### config.mk
export PLATFORM = sky130hd
export DESIGN_NAME = physical_area_decoder
export DESIGN_NICKNAME = d
export VERILOG_FILES = /design/src/hdl/area_decode_pkg.sv /design/src/hdl/area_width_sel.sv /design/src/hdl/physical_area_decoder.sv
export SDC_FILE = /design/constraint.sdc
export NUM_CORES = 1
export LEC_CHECK = 0
export BUFFER_PORTS_ARGS = -buffer_cell sky130_fd_sc_hd__buf_2
export CORE_AREA = 2 2 60 45
export DETAILED_ROUTE_END_ITERATION = 7
export DIE_AREA = 0 0 62 47
export PLACE_DENSITY = 0.79
export SYNTH_ARGS = -nofsm -noshare
export SYNTH_HDL_FRONTEND = slang
export SYNTH_HIERARCHICAL = 1
export SYNTH_SLANG_ARGS = --single-unit
### constraint.sdc
create_clock -name clk -period 1.8 [get_ports clk]
set_input_delay 0.36 -clock clk [delete_from_list [all_inputs] [get_ports clk]]
set_output_delay 0.36 -clock clk [all_outputs]
set_load 0.05 [all_outputs]
### src/hdl/area_decode_pkg.sv
// Shared types and constants for the physical area decoder
package area_decode_pkg;

  localparam int ADDR_W = 32;
  localparam int AREA_MSB = 28;
  localparam int AREA_LSB = 26;
  localparam int SHADOW_MSB = 31;
  localparam int SHADOW_LSB = 29;
  localparam int BE_W = 4;
  localparam int SEL_W = 8;
  localparam int BE_ODD_LO = 1;
  localparam int BE_ODD_HI = 3;
  localparam logic [1:0] STRAP_SETTLE = 2'h3;

  typedef enum logic [2:0] {
    AREA0 = 3'h0,
    AREA1 = 3'h1,
    AREA2 = 3'h2,
    AREA3 = 3'h3,
    AREA4 = 3'h4,
    AREA5 = 3'h5,
    AREA6 = 3'h6,
    AREA7 = 3'h7
  } area_t;

  // Same coding as the two width straps, upper bit first
  typedef enum logic [1:0] {
    WIDTH_RSVD = 2'h0,
    WIDTH_8 = 2'h1,
    WIDTH_16 = 2'h2,
    WIDTH_32 = 2'h3
  } width_t;

  typedef struct packed {
    logic valid;
    logic [ADDR_W-1:0] addr;
    logic [BE_W-1:0] byte_en;
  } access_t;

  // Per-area width fields of the second bus-control register
  typedef struct packed {
    width_t area6;
    width_t area5;
    width_t area4;
    width_t area3;
    width_t area2;
  } bus_ctl_t;

endpackage

### src/hdl/area_width_sel.sv
// Picks the external bus width for the area being accessed
`timescale 1ns/10ps
module area_width_sel (
  input wire area_decode_pkg::area_t area,
  input wire area_decode_pkg::width_t strap_width,
  input wire area_decode_pkg::bus_ctl_t bus_control_two,
  output area_decode_pkg::width_t width
);

  always_comb begin
    unique case (area)
      area_decode_pkg::AREA0: width = strap_width;
      area_decode_pkg::AREA2: width = bus_control_two.area2;
      area_decode_pkg::AREA3: width = bus_control_two.area3;
      area_decode_pkg::AREA4: width = bus_control_two.area4;
      area_decode_pkg::AREA5: width = bus_control_two.area5;
      area_decode_pkg::AREA6: width = bus_control_two.area6;
      // Internal registers and reserved space have no external width
      area_decode_pkg::AREA1: width = area_decode_pkg::WIDTH_RSVD;
      area_decode_pkg::AREA7: width = area_decode_pkg::WIDTH_RSVD;
    endcase
  end

endmodule

### src/hdl/physical_area_decoder.sv
// Physical area decoder: area selects, card enables, bus width
`timescale 1ns/10ps
module physical_area_decoder (
  input wire logic clk,
  input wire logic resetn,
  input wire area_decode_pkg::access_t req,
  input wire area_decode_pkg::bus_ctl_t bus_control_two,
  input wire logic area5_pcmcia,
  input wire logic area6_pcmcia,
  input wire logic width_strap_hi,
  input wire logic width_strap_lo,
  output logic area0_select_n,
  output logic area2_select_n,
  output logic area3_select_n,
  output logic area4_select_n,
  output logic area5_select_n,
  output logic area6_select_n,
  output logic card_a_second_enable_n,
  output logic card_b_second_enable_n,
  output area_decode_pkg::width_t bus_width,
  output logic reserved_access,
  output logic strap_ready
);

  function automatic area_decode_pkg::area_t area_of(
    input logic [area_decode_pkg::ADDR_W-1:0] addr
  );
    area_of = area_decode_pkg::area_t'(
      addr[area_decode_pkg::AREA_MSB:area_decode_pkg::AREA_LSB]);
  endfunction

  // Strap synchroniser and capture
  logic [2:0] hi_sync_q, hi_sync_d;
  logic [2:0] lo_sync_q, lo_sync_d;
  logic [1:0] settle_q, settle_d;
  logic strap_ready_q, strap_ready_d;
  area_decode_pkg::width_t strap_width_q, strap_width_d;

  always_comb begin
    hi_sync_d = {hi_sync_q[1:0], width_strap_hi};
    lo_sync_d = {lo_sync_q[1:0], width_strap_lo};
    settle_d = settle_q;
    strap_ready_d = strap_ready_q;
    strap_width_d = strap_width_q;
    if (settle_q != area_decode_pkg::STRAP_SETTLE) begin
      settle_d = settle_q + 2'h1;
    end else if (!strap_ready_q && hi_sync_q[1] == hi_sync_q[2] &&
                 lo_sync_q[1] == lo_sync_q[2]) begin
      strap_ready_d = 1'b1;
      strap_width_d = area_decode_pkg::width_t'(
        {hi_sync_q[2], lo_sync_q[2]});
    end
  end

  // Sampled only after release, so the flops reset to constants
  always_ff @(posedge clk or negedge resetn) begin
    if (!resetn) begin
      hi_sync_q <= 3'h0;
      lo_sync_q <= 3'h0;
      settle_q <= 2'h0;
      strap_ready_q <= 1'b0;
      strap_width_q <= area_decode_pkg::WIDTH_RSVD;
    end else begin
      hi_sync_q <= hi_sync_d;
      lo_sync_q <= lo_sync_d;
      settle_q <= settle_d;
      strap_ready_q <= strap_ready_d;
      strap_width_q <= strap_width_d;
    end
  end

  // Access decode
  area_decode_pkg::area_t area;
  area_decode_pkg::width_t width;
  logic hit, pcmcia, odd_bytes, ce2;
  // Held active low so each pin comes straight off a flop
  logic [area_decode_pkg::SEL_W-1:0] sel_n_q, sel_n_d;
  logic card_a_second_enable_n_n_q, card_a_second_enable_n_n_d, card_b_second_enable_n_n_q, card_b_second_enable_n_n_d;
  logic rsvd_q, rsvd_d;
  area_decode_pkg::width_t width_q, width_d;

  area_width_sel u_width (
    .area(area),
    .strap_width(strap_width_q),
    .bus_control_two(bus_control_two),
    .width(width)
  );

  always_comb begin
    area = area_of(req.addr);
    // area 1 and reserved area drive nothing
    hit = req.valid && strap_ready_q &&
          area != area_decode_pkg::AREA1 &&
          area != area_decode_pkg::AREA7;
    for (int i = 0; i < area_decode_pkg::SEL_W; i++) begin
      sel_n_d[i] = !(hit && (area == area_decode_pkg::area_t'(i)));
    end
    // card mode only in 5 and 6
    pcmcia = (area == area_decode_pkg::AREA5 && area5_pcmcia) ||
             (area == area_decode_pkg::AREA6 && area6_pcmcia);
    odd_bytes = req.byte_en[area_decode_pkg::BE_ODD_LO] ||
                req.byte_en[area_decode_pkg::BE_ODD_HI];
    // upper byte lane of a 16-bit card
    ce2 = hit && pcmcia && width == area_decode_pkg::WIDTH_16 &&
          odd_bytes;
    card_a_second_enable_n_n_d = !(ce2 && area == area_decode_pkg::AREA5);
    card_b_second_enable_n_n_d = !(ce2 && area == area_decode_pkg::AREA6);
    // flag a forbidden access, nothing else
    rsvd_d = req.valid && area == area_decode_pkg::AREA7;
    width_d = hit ? width : width_q;
  end

  always_ff @(posedge clk or negedge resetn) begin
    if (!resetn) begin
      sel_n_q <= '1;
      card_a_second_enable_n_n_q <= 1'b1;
      card_b_second_enable_n_n_q <= 1'b1;
      rsvd_q <= 1'b0;
      width_q <= area_decode_pkg::WIDTH_RSVD;
    end else begin
      sel_n_q <= sel_n_d;
      card_a_second_enable_n_n_q <= card_a_second_enable_n_n_d;
      card_b_second_enable_n_n_q <= card_b_second_enable_n_n_d;
      rsvd_q <= rsvd_d;
      width_q <= width_d;
    end
  end

  assign area0_select_n = sel_n_q[area_decode_pkg::AREA0];
  assign area2_select_n = sel_n_q[area_decode_pkg::AREA2];
  assign area3_select_n = sel_n_q[area_decode_pkg::AREA3];
  assign area4_select_n = sel_n_q[area_decode_pkg::AREA4];
  assign area5_select_n = sel_n_q[area_decode_pkg::AREA5];
  assign area6_select_n = sel_n_q[area_decode_pkg::AREA6];
  assign card_a_second_enable_n = card_a_second_enable_n_n_q;
  assign card_b_second_enable_n = card_b_second_enable_n_n_q;
  assign bus_width = width_q;
  assign reserved_access = rsvd_q;
  assign strap_ready = strap_ready_q;

  // Checks
  logic go;
  logic [2:0] code;
  logic [1:0] cfg2;
  logic [5:0] sels_n;
  assign go = req.valid && strap_ready_q;
  assign code = req.addr[area_decode_pkg::AREA_MSB:area_decode_pkg::AREA_LSB];
  assign cfg2 = bus_control_two.area2;
  assign sels_n = {area0_select_n, area2_select_n, area3_select_n,
                   area4_select_n, area5_select_n, area6_select_n};
endmodule
* After elaboration in Yosys (flattened, before gate mapping) *
Index checks and enable logic that the tools add are counted.

word-level totals
  memories kept = 0
  bits of input ports = 53
  latch bits = 0
  memory bits (read-only) = 0
  word-level logic and storage cells = 61
  flip-flop bits (word level) = 23
  RAM bits = 0
  output and inout port bits = 12

operators by class
  multipliers = 0
  mux-type cells = 1
  reductions and logical operators = 35
  order comparisons = 0
  shift-type cells = 0
  add/sub/neg operators = 1
  bitwise operators = 1
  equality and inequality tests = 13
  div/mod/pow operators = 0

operator list
  operator                                                count
  logical AND 1 bit                                       20
  one-hot mux 2 bit (7 select lines)                      1
  equality test 3 bit (second input constant)             4
  zero test 1 bit                                         10
  equality test 3 x 2 -> 1 bit (second input constant)    2
  equality test 3 x 1 -> 1 bit (second input constant)    1
  zero test 3 bit                                         1
  inequality test 3 x 1 -> 1 bit (second input constant)  1
  inequality test 3 bit (second input constant)           1
  adder 2 x 1 -> 2 bit (second input constant)            1
  equality test 1 bit                                     2
  equality test 2 bit (second input constant)             1
  logical OR 1 bit                                        2
  inequality test 2 bit (second input constant)           1
  AND reduction 2 bit                                     1
  OR reduction 2 bit                                      1
  NOT 1 bit                                               1

* Longest topological paths before layout *
  depth in word-level cells = 8
  gate-level depth with buffers = 7
  mapped depth without buffers = 6

* Modules after synthesis *
The synthesis kept the hierarchy.

by module, submodules not included
  module                 instances  sequential area each (µm²)  area each (µm²)  cells each
  physical_area_decoder  1          560.5                       812.0            55
  area_width_sel         1          0.0                         132.6            15

* Least setup slack after synthesis *
No wires, ideal clock.

  kind = input to register
  start = input port req[30] (netlist bit)
  end = register card_b_second_enable_n_n_q (netlist: card_b_second_enable_n)
  setup slack = 130 ps
  arrival = 1576 ps
  path buffers = 1
  stages on the path = 6
  data required time = 1707 ps
  setup time = 93 ps
  cell sequence = buf_6 > mux2_4 > a221oi_2 > a31oi_1 > a2111oi_2 > nand4_1

on the way
  cells in the longest elaborated chain, start to end = 8
  elaborated cells on any way between the ends = 23
  those cells by class = eq/ne (10); mux (1); reduce/logical (12)

RTL lines
  item                                                                 line                          RTL
  start: declaration                                                   physical_area_decoder.sv:6    input wire area_decode_pkg::access_t req,
  equality test 3 x 1 -> 1 bit or equality test 3 bit (tied branches)  area_width_sel.sv:11          unique case (area)
  OR reduction 2 bit (no source line)                                  -
  one-hot mux 2 bit (7 select lines) (*)                               area_width_sel.sv:11
  via width[0]                                                         physical_area_decoder.sv:74   area_decode_pkg::width_t width;
  equality test 2 bit (*)                                              physical_area_decoder.sv:104  ce2 = hit && pcmcia && width == area_decode_pkg::WIDTH_16 &&
  logical AND 1 bit (*) (2 in series)                                  physical_area_decoder.sv:104
  logical AND 1 bit (*)                                                physical_area_decoder.sv:107  card_b_second_enable_n_n_d = !(ce2 && area == area_decode_pkg::AREA6);
  zero test 1 bit (*)                                                  physical_area_decoder.sv:107
  via card_b_second_enable_n_n_d                                       physical_area_decoder.sv:78   logic card_a_second_enable_n_n_q, card_a_second_enable_n_n_d, card_b_second_enable_n_n_q, card_b_second_enable ...
  end signal: assignment                                               physical_area_decoder.sv:123  card_b_second_enable_n_n_q <= card_b_second_enable_n_n_d;
  end: declaration                                                     physical_area_decoder.sv:78

Mark *: on every way through the listed nets, which the timed path passes. The rest lies on a longest branch.
A chain may end at the register's enable or synchronous reset.

* Worst setup path after layout *
Same ends and word-level chain as after synthesis.

==> summary.md <==
| Metric | Value |
|---|---|
| Yosys warning count | 6 |
| Pwr per Cell Area | 948.2 mW/mm^2 |
| Register clock-pin slew on the reported worst setup and hold paths | 110 ps |
| I/O Pins | 65 |
| Initial antenna violation count | 0 |
| Synth area leaders | dfrtp_1, dfstp_2, mux2_2, xnor2_1, a221oi_2 |
| Fillers | about 220 |
| PostCTS Resize Cnt | 0 |
| Vias in the first global route | 646 |
| Max_cap viols | 0 |
| Worst Skew | around 5.5 ps |
| Pin count of the biggest net entering global routing | 23 |
| Final Non-Filler Cells | 144 |
| Setup violations, final | 0 |
| Rel. slew slack | approximately 70% |
| Hold_ws | -9.297 ps |
| Num rows | 15 |
| Outcome | complete, but fails checks |
| First-pass GRT wire length | about 2.7 mm |
| CP Cell Sequence | buf_2 > mux2_4 > a221oi_2 > a31oi_1 > a2111oi_2 > nand4_1 |
| Die width | approximately 62 um |
| #FFs+latches synth | 22 |
| Post-Syn Nets | between 100 and 150 |
| CTS tree | built |
| Antenna viol nets, final | 0 |
| Layout cells sized above 1 | between 50% and 60% |
| Number of setup buffers added after CTS | 0 |
| Die extent in y | roughly 47 um |
| Clk buf depth | 2 |
| Area of the multi-input gates | around 360 sq um |
| GRT Overall Usage | 13.06% |
| VDD IR max | 545.2 uV |
| Most common cell in the netlist | dfrtp_1 |
| Mean Syn Cell Area | 13.50 sq um |
| CTS buffer count | 3 |
| Synth top area share | 37.09% |
| Synth top cells by count | dfrtp_1, dfstp_2, mux2_2, nand2_1 |
| Worst-Margin Slew | ~450 ps |
| Number of flops mapped to enable cells by yosys | 0 |
| Worst path depth | 6 |
| Critical Path Source Type | input pin |
| Top FF cell, synth | dfrtp_1 |
| Worst path top cell family by delay | compound AO/OA/AOI/OAI gates |
| WL per Instance | roughly 11 um |
| Critical Path Fanout Max | 6 |
| Die area | about 0.003 sq mm |
| Max stage delay on crit path | 430 ps |
| Growth of design area from synthesis to finish | 26.36% |
| Final Wtd Congestion | approximately 0.78 |
| Worst hold path class | in -> async |
| Crit share post-route | slightly below 90% |
| Distinct cells, synth | 24 |
| Crit. End Element | flop |
| Post-synth ARST share | 100.0% |
| Buffer and inverter count on the worst path | 1 |
| RSZ-0062 raised after global routing | false |
| Post-Syn Area | ~940 sq um |
| Max Clock Freq | between 600 and 700 MHz |
| Via count | between 600 and 700 |
| Starting DRC count in detailed routing | 5 |
| CTS Root Cell | clkbuf_4 |
| Slowest CP cell | a2111oi_2 |
| Worst EP arrival | between 1500 and 2000 ps |
| Pre-antenna DRT Iters | 4 |
| DRC | 0 |
| WS Path Type | in -> reg |
| Setup TNS | 0 ps |
| Ant diodes | 0 |
| Failing checks | hold timing |
| Port bufs | 33 |
| Static Leak | around 0.52 nW |
| Fin. Hold Viols | 14 |
| Largest area contributor in the netlist | dfrtp_1 |
| Starting density of the core | ~40% |
| Vias per cell | roughly 4.7 |
| H-Tree Depth | 1 |
| Final min period | 1566 ps |
| Cts hold-fix bufs | 0 |
| Remaining Overflow, GRT | 0 |
| Post-Place Cells | 140 |
| Core Area | about 0.0023 sq mm |
| Sequential share of the synthesized area | roughly three fifths |
| Latest clock arrival within the worst-skew pair | approximately 300 ps |
| Sink Count | 22 |
| Worst path required time | between 2000 and 2500 ps |
| Storage cell area | roughly 560 sq um |
| Fin util | roughly 51% |
| Nets | 165 |
| Max-slew violations | 0 |
| Final wirelength | between 1.5 and 2 mm |
| Worst Reg-to-Reg Cells | 4 |
| Cells after synthesis | 70 |
## worst register-to-register path, delay by kind of cell (launching register included)
| kind | cells | cell delay [ps] |
|---|---|---|
| flops | 1 | 420 |
| compound gates | 3 | 780 |
| simple gates | 1 | 150 |
## metrics by stage
step,power (mW),cell area (sq um),setup slack [ps]
global route,1.195,1194,121.1
CTS,1.147,1194,215.5
global placement,0.9168,1167,-98.48
finish,1.132,1194,234.3
detailed placement,0.9261,1167,-105.9
floorplan,0.8242,944.7,130.5
## flip-flops by register name, indices dropped and copies added, names as in the netlist
register	cells
strap_width_q	2
card_b_second_enable_n	1
hi_sync_q	3
settle_q	2
bus_width	2
lo_sync_q	3
sel_n_q	6
card_a_second_enable_n	1
strap_ready	1
reserved_access	1
## cells in the final DEF, fill, tap and decap left out
cell	n
mux2i_1	2
and4_2	1
nand4b_1	1
buf_2	33
dfstp_2	8
clkbuf_4	3
nor2b_1	2
ha_1	1
buf_4	5
a221oi_2	2
a2111oi_2	1
xnor2_1	4
nand2_1	6
nand3b_1	2
clkbuf_1	1
nand2b_1	2
inv_1	1
mux2_2	6
nor2_1	4
and2b_2	1
mux2_4	1
nand4_1	3
dfrtp_1	14
nand3_1	1
a31oi_1	2
a21oi_2	1
or2_2	2
## cells by family after synthesis
logic type / Yosys count / share of synthesized area [%]
and+or+nand+nor: 25 / 14.97
DFF: 22 / 59.34
muxes: 9 / 10.86
AOI/OAI and AO/OA: 6 / 7.019
xor gates and xnor gates: 4 / 3.708
buffers and inverters: 3 / 2.781
adders and majority gates: 1 / 1.324
## power by group
part | leakage [nW] | internal [mW] | total [mW] | switching, mW
clock | 0.0150 | 0.0864 | 0.219 | 0.132
combinational | 0.261 | 0.116 | 0.315 | 0.198
sequential | 0.243 | 0.559 | 0.599 | 0.0394
## path summary, 6_finish.rpt
kind                                  start                      to  slack, ps
setup / recovery                    req[30]  card_b_second_enable_n        230
hold / removal                       resetn        strap_width_q[0]         -9
setup reg to reg           strap_width_q[0]  card_b_second_enable_n        370
hold reg to reg                hi_sync_q[0]            hi_sync_q[1]        360
max in group asynchronous            resetn              sel_n_q[2]       1470
min in group clk             width_strap_hi            hi_sync_q[0]        150
## routing by layer
layer / vias up / track usage (%) / share of wire (%)
met5: - / 0 / 0
met4: 0 / 2.979 / 0.38
met3: 2 / 6.612 / 8.5
met2: 24 / 21.67 / 49
met1: 319 / 15.32 / 42
li1: 330 / - / -
## layout make-up
| class | count | area share [%] |
|---|---|---|
| Tap cell | 34 | 3.564 |
| Multi-Input combinational cell | 45 | 29.98 |
| Inverter | 1 | 0.3145 |
| Clock buffer | 4 | 2.201 |
| Timing Repair Buffer | 38 | 16.98 |
| Sequential cell | 22 | 46.96 |
Power figures use the tool's default switching activity.
